==> config.mk <==
export PLATFORM = sky130hd
export DESIGN_NAME = pcm_mux
export DESIGN_NICKNAME = d
export VERILOG_FILES = /design/src/design/pcm_pkg.sv /design/src/design/pcm_sync.sv /design/src/design/pcm_mux.sv
export SDC_FILE = /design/constraint.sdc
export NUM_CORES = 1
export LEC_CHECK = 0
export BUFFER_PORTS_ARGS = -buffer_cell sky130_fd_sc_hd__buf_2
export CAP_MARGIN = 20
export CORE_MARGIN = 3
export CORE_UTILIZATION = 46
export CTS_CLUSTER_DIAMETER = 120
export CTS_CLUSTER_SIZE = 14
export DETAILED_ROUTE_END_ITERATION = 8
export GPL_ROUTABILITY_DRIVEN = 0
export MAX_ROUTING_LAYER = met4
export PLACE_DENSITY = 0.78
export SLEW_MARGIN = 20
export SYNTH_ARGS = -nofsm -noshare
export SYNTH_HDL_FRONTEND = slang
export SYNTH_SLANG_ARGS = --single-unit
==> constraint.sdc <==
create_clock -name CLOCK_I -period 1 [get_ports CLOCK_I]
set_input_delay 0.2 -clock CLOCK_I [delete_from_list [all_inputs] [get_ports CLOCK_I]]
set_output_delay 0.2 -clock CLOCK_I [all_outputs]
set_load 0.05 [all_outputs]
==> src/design/pcm_pkg.sv <==
// Constants and types for the port C alternate function mux
// Overview of operation
// Each port bit drives its own pin-change line, bit 0 to line 8 up to 15.
// Bit 3 feeds timer 1 clock, CAN receive and timer 1 alternate capture.
// Bit 2 feeds timer 0 clock and carries CAN transmit data.
// Software sets bit 1 direction before compare B can drive the pin.
// Bit 1 carries timer 1 compare B waveform output, including PWM mode.
// SPI slave on alternate select forces bit 1 to input.
// SPI slave active only while alternate select pin is low.
// SPI master leaves bit 1 direction to its direction register bit.
// Pull-up on forced-input select pin still follows port output bit.
// Bit 0 is the source of external interrupt three.
// Bit 0 carries power stage output 1A waveform.
// Bit 1 level goes to power stage digital input 1.
// Software keeps analog pins as inputs with pull-ups off.
// DAC enable forces bit 7 input and overrides its digital input enable.
// Power stage 1A enable forces bit 0 output; interrupt enable forces input on.
package pcm_pkg;

  // ---------------------------------------------------------------
  // Pin positions and reset values
  // ---------------------------------------------------------------
  localparam int          PCM_WIDTH      = 8;
  localparam int          PCM_PCINT_BASE = 8;
  localparam int          PCM_BIT_PSC    = 0;
  localparam int          PCM_BIT_SS     = 1;
  localparam int          PCM_BIT_CANTX  = 2;
  localparam int          PCM_BIT_CANRX  = 3;
  localparam int          PCM_BIT_DAC    = 7;
  localparam logic [7:0]  PCM_PIN_RESET  = 8'h00;
  localparam logic [7:0]  PCM_PCI_RESET  = 8'h00;

  // Port register view seen by the mux
  typedef struct packed {
    logic [7:0] dir;
    logic [7:0] out;
    logic       pud;
  } pcm_port_t;

  // Peripheral controls
  typedef struct packed {
    logic spi_en;
    logic spi_master;
    logic spi_alt;
    logic timer_one_compare_b_output_en;
    logic timer_one_compare_b_output_val;
    logic psc_en;
    logic psc_val;
    logic external_interrupt_three_en;
    logic can_tx_en;
    logic can_tx_val;
    logic dac_en;
    logic [7:0] adc_dis;
  } pcm_periph_t;

  // Synchronised inputs toward peripherals
  typedef struct packed {
    logic t1_clk;
    logic t0_clk;
    logic can_rx;
    logic timer_one_capture_alt_input;
    logic external_interrupt_three;
    logic psc_in1;
    logic ss_n;
    logic spi_sel;
  } pcm_in_t;

endpackage

==> src/design/pcm_sync.sv <==
// Two-flop synchroniser for the port pins
`timescale 1ns/10ps
module pcm_sync #(
  parameter int WIDTH = 8
) (
  input  wire logic             CLOCK_I,
  input  wire logic             RESET_I,
  input  wire logic [WIDTH-1:0] d_i,
  output logic      [WIDTH-1:0] q_o
);
  import pcm_pkg::*;

  typedef struct packed {
    logic [WIDTH-1:0] s1;
    logic [WIDTH-1:0] s2;
  } pcm_sync_t;

  pcm_sync_t st_reg;
  pcm_sync_t st_next;

  initial
  begin
    if (WIDTH < 1)
      $error("pcm_sync width must be positive");
  end

  always_comb
  begin
    st_next    = st_reg;
    st_next.s1 = d_i;
    st_next.s2 = st_reg.s1;
  end

  always_ff @(posedge CLOCK_I)
  begin
    if (RESET_I)
      st_reg <= '0;
    else
      st_reg <= st_next;
  end

  assign q_o = st_reg.s2;
endmodule

==> src/design/pcm_mux.sv <==
// Port C alternate function mux top
`timescale 1ns/10ps
module pcm_mux (
  input  wire logic                CLOCK_I,
  input  wire logic                RESET_I,
  input  wire pcm_pkg::pcm_port_t  PORT_I,
  input  wire pcm_pkg::pcm_periph_t PERIPH_I,
  input  wire logic [7:0]          PIN_I,
  output logic      [7:0]          PIN_O,
  output logic      [7:0]          PIN_OE_O,
  output logic      [7:0]          PULLUP_O,
  output logic      [7:0]          DIN_EN_O,
  output logic      [7:0]          PIN_VALUE_O,
  output logic      [7:0]          PIN_CHANGE_O,
  output pcm_pkg::pcm_in_t         PERIPH_IN_O
);
  import pcm_pkg::*;

  // ---------------------------------------------------------------
  // State
  // ---------------------------------------------------------------
  typedef struct packed {
    logic [7:0] pin_o;
    logic [7:0] oe;
    logic [7:0] pu;
    logic [7:0] die;
    logic [7:0] prev;
    logic [7:0] pchg;
    pcm_in_t    pin;
  } pcm_state_t;

  pcm_state_t st_reg;
  pcm_state_t st_next;
  logic [7:0] pin_sync;
  logic       ss_force_in;
  logic       spi_slave;

  pcm_sync #(.WIDTH(PCM_WIDTH)) u_sync (
    .CLOCK_I (CLOCK_I),
    .RESET_I (RESET_I),
    .d_i     (PIN_I),
    .q_o     (pin_sync)
  );

  // ---------------------------------------------------------------
  // Override logic
  // ---------------------------------------------------------------
  assign spi_slave   = PERIPH_I.spi_en & ~PERIPH_I.spi_master;
  assign ss_force_in = spi_slave & PERIPH_I.spi_alt;

  always_comb
  begin
    st_next = st_reg;
    for (int i = 0; i < PCM_WIDTH; i++)
    begin
      st_next.oe[i]    = PORT_I.dir[i];
      st_next.pin_o[i] = PORT_I.out[i];
      st_next.pu[i]    = ~PORT_I.dir[i] & PORT_I.out[i] & ~PORT_I.pud;
      st_next.die[i]   = ~PERIPH_I.adc_dis[i];
    end
    // Bit 0: power stage output and interrupt three
    if (PERIPH_I.psc_en)
    begin
      st_next.oe[PCM_BIT_PSC]    = 1'b1;
      st_next.pin_o[PCM_BIT_PSC] = PERIPH_I.psc_val;
    end
    if (PERIPH_I.external_interrupt_three_en)
      st_next.die[PCM_BIT_PSC] = 1'b1;
    // Bit 1: compare B output, direction from software
    if (PERIPH_I.timer_one_compare_b_output_en)
      st_next.pin_o[PCM_BIT_SS] = PERIPH_I.timer_one_compare_b_output_val;
    if (ss_force_in)
    begin
      st_next.oe[PCM_BIT_SS] = 1'b0;
      st_next.pu[PCM_BIT_SS] = PORT_I.out[PCM_BIT_SS] & ~PORT_I.pud;
    end
    // Master mode keeps direction register control
    // Bit 2: CAN transmit
    if (PERIPH_I.can_tx_en)
    begin
      st_next.oe[PCM_BIT_CANTX]    = 1'b1;
      st_next.pin_o[PCM_BIT_CANTX] = PERIPH_I.can_tx_val;
    end
    // Bit 7: DAC output
    if (PERIPH_I.dac_en)
    begin
      st_next.oe[PCM_BIT_DAC]  = 1'b0;
      st_next.die[PCM_BIT_DAC] = 1'b0;
      st_next.pu[PCM_BIT_DAC]  = 1'b0;
    end
    // Inputs toward peripherals
    st_next.pin.t1_clk  = pin_sync[PCM_BIT_CANRX];
    st_next.pin.can_rx  = pin_sync[PCM_BIT_CANRX];
    st_next.pin.timer_one_capture_alt_input   = pin_sync[PCM_BIT_CANRX];
    st_next.pin.t0_clk  = pin_sync[PCM_BIT_CANTX];
    st_next.pin.external_interrupt_three    = pin_sync[PCM_BIT_PSC];
    st_next.pin.psc_in1 = pin_sync[PCM_BIT_SS];
    st_next.pin.ss_n    = pin_sync[PCM_BIT_SS];
    st_next.pin.spi_sel = ss_force_in & ~pin_sync[PCM_BIT_SS];
    // Pin change lines 8..15
    st_next.prev = pin_sync;
    st_next.pchg = pin_sync ^ st_reg.prev;
  end

  always_ff @(posedge CLOCK_I)
  begin
    if (RESET_I)
    begin
      st_reg      <= '0;
      st_reg.pchg <= PCM_PCI_RESET;
      st_reg.prev <= PCM_PIN_RESET;
    end
    else
      st_reg <= st_next;
  end

  assign PIN_O        = st_reg.pin_o;
  assign PIN_OE_O     = st_reg.oe;
  assign PULLUP_O     = st_reg.pu;
  assign DIN_EN_O     = st_reg.die;
  assign PIN_VALUE_O  = pin_sync;
  assign PIN_CHANGE_O = st_reg.pchg;
  assign PERIPH_IN_O  = st_reg.pin;

  // ---------------------------------------------------------------
  // Assertions
  // ---------------------------------------------------------------
  property p_pchg;
    @(posedge CLOCK_I) disable iff (RESET_I)
      ##1 PIN_CHANGE_O == ($past(pin_sync) ^ $past(pin_sync, 2));
  endproperty
  a_pchg: assert property (p_pchg) else $error("pin change wrong");

  property p_canrx;
    @(posedge CLOCK_I) disable iff (RESET_I)
      ##1 (PERIPH_IN_O.can_rx == $past(pin_sync[3]))
        && (PERIPH_IN_O.t1_clk == PERIPH_IN_O.timer_one_capture_alt_input);
  endproperty
  a_canrx: assert property (p_canrx) else $error("bit 3 route wrong");

  property p_cantx;
    @(posedge CLOCK_I) disable iff (RESET_I)
      PERIPH_I.can_tx_en |=> PIN_OE_O[2]
        && PIN_O[2] == $past(PERIPH_I.can_tx_val);
  endproperty
  a_cantx: assert property (p_cantx) else $error("can tx wrong");

  property p_timer_one_compare_b_output;
    @(posedge CLOCK_I) disable iff (RESET_I)
      PERIPH_I.timer_one_compare_b_output_en |=> PIN_O[1] == $past(PERIPH_I.timer_one_compare_b_output_val);
  endproperty
  a_timer_one_compare_b_output: assert property (p_timer_one_compare_b_output) else $error("compare B wrong");

  property p_ssin;
    @(posedge CLOCK_I) disable iff (RESET_I)
      ss_force_in |=> !PIN_OE_O[1]
        && PULLUP_O[1] == $past(PORT_I.out[1] & ~PORT_I.pud);
  endproperty
  a_ssin: assert property (p_ssin) else $error("select not input");

  property p_sssel;
    @(posedge CLOCK_I) disable iff (RESET_I)
      (ss_force_in && pin_sync[1]) |=> !PERIPH_IN_O.spi_sel;
  endproperty
  a_sssel: assert property (p_sssel) else $error("slave active high");

  property p_master;
    @(posedge CLOCK_I) disable iff (RESET_I)
      (PERIPH_I.spi_en && PERIPH_I.spi_master)
        |=> PIN_OE_O[1] == $past(PORT_I.dir[1]);
  endproperty
  a_master: assert property (p_master) else $error("master dir wrong");

  property p_external_interrupt_three;
    @(posedge CLOCK_I) disable iff (RESET_I)
      ##1 PERIPH_IN_O.external_interrupt_three == $past(pin_sync[0])
        && PERIPH_IN_O.psc_in1 == $past(pin_sync[1]);
  endproperty
  a_external_interrupt_three: assert property (p_external_interrupt_three) else $error("external_interrupt_three route wrong");

  property p_psc;
    @(posedge CLOCK_I) disable iff (RESET_I)
      PERIPH_I.psc_en |=> PIN_OE_O[0] && PIN_O[0] == $past(PERIPH_I.psc_val);
  endproperty
  a_psc: assert property (p_psc) else $error("psc out wrong");

  property p_dac;
    @(posedge CLOCK_I) disable iff (RESET_I)
      PERIPH_I.dac_en |=> !PIN_OE_O[7] && !DIN_EN_O[7];
  endproperty
  a_dac: assert property (p_dac) else $error("dac override wrong");

  property p_din3;
    @(posedge CLOCK_I) disable iff (RESET_I)
      PERIPH_I.external_interrupt_three_en |=> DIN_EN_O[0];
  endproperty
  a_din3: assert property (p_din3) else $error("external_interrupt_three din wrong");

  c_slave: cover property (@(posedge CLOCK_I) PERIPH_IN_O.spi_sel);
  c_psc:   cover property (@(posedge CLOCK_I) PERIPH_I.psc_en ##1 PIN_OE_O[0]);
  c_pchg:  cover property (@(posedge CLOCK_I) PIN_CHANGE_O != 8'h00);
  c_dac:   cover property (@(posedge CLOCK_I) PERIPH_I.dac_en);
endmodule

Yosys cells after proc, flatten, opt, wreduce, memory -nomap -nowiden. Cells that the tools add are included.

Reductions and logical operators: 2. Bitwise gates (word level): 40. Muxes and demuxes: 7.

Operators with widths (count): 1-bit bitwise AND (20); 1-bit inverter (19); 8-bit XOR (1); 1-bit two-way mux (7); 2-bit OR reduction (2).

Input bits: 46. Output and inout port bits: 56. Word-level logic and storage cells: 66. Register bits after elaboration: 69.

Depth between registers and ports, before layout.
Depth after elaboration: 4. Gate-level depth with buffers: 3. Gate-level depth less buffers: 2.

Hierarchy. Synthesis repeated with hierarchy kept, for this count alone.

Cells, all modules: 202. Area total of the unflattened synthesis: 2269.7 um^2.

Modules (own cells, without submodules): pcm_mux (area each 1805.5 um^2, cells each 169, sequential area each 980.9 um^2, instances 1); pcm_sync (area each 464.2 um^2, cells each 33, sequential area each 320.3 um^2, instances 1).

Least setup slack after synthesis. No wires, ideal clock.

Path type: input to register. From: input port PORT_I[0] in the netlist's numbering. To: register st_reg (netlist bit PULLUP_O[1]). Data arrival time: 0.721 ns. Cell stages on the path: 3. Library setup time: 0.079 ns. Slack: 0.200 ns. Buffers on the path: 1. Cell sequence: or2_1 buf_6 a211oi_2.

Word-level cells in the longest chain between the ends: 3. Elaborated cells on any way between the ends: 4. Classes of those cells: 1 x mux; 3 x bitwise.

RTL lines: start: declaration (RTL line pcm_mux.sv:6) `input wire pcm_pkg::pcm_port_t PORT_I,`; 1-bit inverter * (RTL line pcm_mux.sv:58, pcm_mux.sv:75); 1-bit bitwise AND (on tied branches) (RTL line pcm_mux.sv:58, pcm_mux.sv:75); 1-bit two-way mux * (RTL line pcm_mux.sv:72) `if (ss_force_in)`; end signal: assignment (RTL line pcm_mux.sv:114) `st_reg <= st_next;`; end: declaration (RTL line pcm_mux.sv:32) `pcm_state_t st_reg;`.

Mark *: on every way between the ends. The rest lies on a longest branch, timed or not. A chain may end at the register's enable or synchronous reset.

==> impl_metrics.ini <==
[critical_path]
critPathCaptureType = output pin
critPathTopFamily = flip-flops
cp.buffers_inverters = 1
cp_max_fo = 4
required_ns = 0.80
cp.arrival_ns = 0.85
cp_cell_sequence = buf_8
slowest_delay_ns = 0.39
criticalPathCategory = reg2out
worst_setup_path_start_kind = register
critPathSlowestCell = dfxtp_4

[routing]
drc = 0
totalWireLength_mm = 4.45
routedWlPerCell_um = 12.9
vias = 1444
antenna_left = 0
vias_per_cell = 4.19
dr.pass1.iters = 4
drtIter0Drc = 31

[clock_tree]
cts_buffers = 9
clk_latency_ns = 0.31
cts_tree = done
clockBufferDepth = 2
h-tree-depth = 3
cts_root_buf = clkbuf_8
cts.sinks = 65
clkTransAtPathRegs_ns = 0.06

[power]
combPwrFrac = 0.166
power_leakage_nw = 1.48
clockPowerShare = 0.332
p_int_mw = 4.14
vdd_drop_max_v = 0.00123
pwr-share-seq = 0.503
swShare = 0.254
totalPowerFinal_mw = 5.55
powerDensity_nw_per_um2 = 1670
p_sw_mw = 1.41

[sta]
clock.fmax_mhz = 956
setup_slack_ns = -0.0458
rsz0062_at_grt = true
final_hold_viol_count = 0
finClkSkew_ns = 0.00289
relSlewSlack = 0.708
worstMarginPinSlew_ns = 0.437
final-setup-viol-count = 9
period_minus_slack_ns = 1.05
drv_slew = 0
fin_crit_sh = 1.05

[final_layout]
antennaDiodeCount = 0
fillers = 342
regArea_sq_um = 1380
final_area_sq_um = 3320
final_nets = 321
multi_input_area_sq_um = 531
drive_above_1_share = 0.673
areaGrowthSynthToFinish_pct = 44.4

[logic_synthesis]
synth_top_area_frac = 0.566
seq_area_frac_synth = 0.566
syn_nets = 257
syn_avg_cell_area_sq_um = 10.9
netlist_area_sq_um = 2300
synth_area_leader_cell = dfxtp_1
netlist_instances = 211
ys_seq_elements = 65
ys_types = 20
ys_warn_count = 0
synthTopCellsByArea = dfxtp_1, buf_4, nor2b_1

[floorplanning]
die_w_um = 76.7
core_area_sq_um = 4790
io_pins = 102
start_util = 0.480
num_rows = 25
die-area_sq_um = 5880
die_h_um = 76.7

[outcome]
violations = setup timing
status = finished, violations left

[job]
maxCapViolCount = 0

[grt]
grt_max_degree = 24
grt_antenna_before_repair = 0
grt_pass1_vias = 1538
grt_first_pass_wirelength_mm = 7.15
grt_remaining_overflow = 0
grt_usage = 0.161

[placement]
place_area_sq_um = 2480
portBuffers = 101
dp_hpwl_mm = 2.76

[min_path]
hp-class = in2reg
[cell usage after synthesis]
| cell | n |
|---|---|
| nor3b_2 | 6 |
| nor2b_1 | 33 |
| buf_4 | 56 |
| inv_1 | 2 |
| mux2i_1 | 3 |
| nor4_1 | 1 |
| nor3_1 | 2 |
| and2_1 | 1 |
| nand3b_1 | 1 |
| buf_2 | 3 |
| or2_1 | 1 |
| buf_6 | 1 |
| nor3b_1 | 1 |
| and3b_1 | 1 |
| a211oi_2 | 1 |
| a21oi_1 | 1 |
| dfxtp_1 | 65 |
| clkbuf_1 | 3 |
| nor2_1 | 21 |
| xnor2_1 | 8 |
[through the flow]
stage                       TNS, ns  utilization  hold slack (ns)  cells  setup slack (ns)
after floorplan                   0            -            0.271    211             0.200
after global placement    -0.000323        0.518            0.355    321         -0.000323
after detailed placement     -0.150        0.518            0.360    321           -0.0428
after CTS                    -0.578        0.676          0.00511    344           -0.0598
after global routing          -1.48        0.693           0.0157    345           -0.0861
final                        -0.225        0.693           0.0271    345           -0.0458
[cell usage in the layout (no fill, tap or decap), drive strengths merged]
cell type,count
buf,116
dfxtp,65
nor2b,33
nor2,21
clkbuf,14
xnor2,8
nor3b,7
mux2i,3
inv,2
nor3,2
or2,1
nand3b,1
a211oi,1
a21oi,1
and3b,1
nor4,1
and2,1
[metal layers]
layer,up-vias,share of wire,GRT usage
met4,0,0.015,0.0761
met3,5,0.055,0.0434
met2,54,0.57,0.287
met5,-,0,-
met1,663,0.36,0.162
li1,722,-,-
[final timing paths]
check	end	depth (start not counted)	from	slack, ns
worst min-delay path	DIN_EN_O[4]$_SDFF_PP0_	2	PERIPH_I[4]	0.03
worst max register to register	PIN_CHANGE_O[0]$_SDFF_PP0_	4	st_reg[16]$_SDFF_PP0_	0.10
worst min register to register	u_sync.q_o[6]$_SDFF_PP0_	1	u_sync.st_next[6]$_SDFF_PP0_	0.43
worst max-delay path	PERIPH_IN_O[4]	1	st_reg[19]$_SDFF_PP0_	-0.05
[cell type report]
| type | count | area share |
|---|---|---|
| clock buffer | 14 | 0.0490 |
| multi-input combinational | 81 | 0.160 |
| tap | 67 | 0.0253 |
| timing repair buffer | 116 | 0.349 |
| inverter | 2 | 0.00226 |
| sequential | 65 | 0.415 |
[power by group through the flow]
stage / clock (mW) / combinational, mW / sequential (mW)
after CTS: 1.91 / 0.890 / 2.78
after global routing: 2.01 / 0.965 / 2.80
after detailed placement: 0 / 0.716 / 2.80
final: 1.84 / 0.919 / 2.79
after global placement: 0 / 0.707 / 2.79
after floorplan: 0 / 0.625 / 2.79
[cells by family (layout without fill, tap and decap cells)]
group | count (synthesis) | count (layout) | synth area share
buffers and inverters | 65 | 132 | 0.203
multiplexers | 3 | 3 | 0.0131
AO/OA/AOI/OAI | 2 | 2 | 0.00762
XOR/XNOR | 8 | 8 | 0.0305
AND/OR/NAND/NOR | 68 | 68 | 0.180
flip-flops | 65 | 65 | 0.566
[timing repair]
item,4_1_cts,5_1_grt
resized for setup,195,20
setup buffers,9,1
setup endpoints to repair,56,56
hold buffers,0,0
No activity file was read; power rests on OpenSTA's default activity.
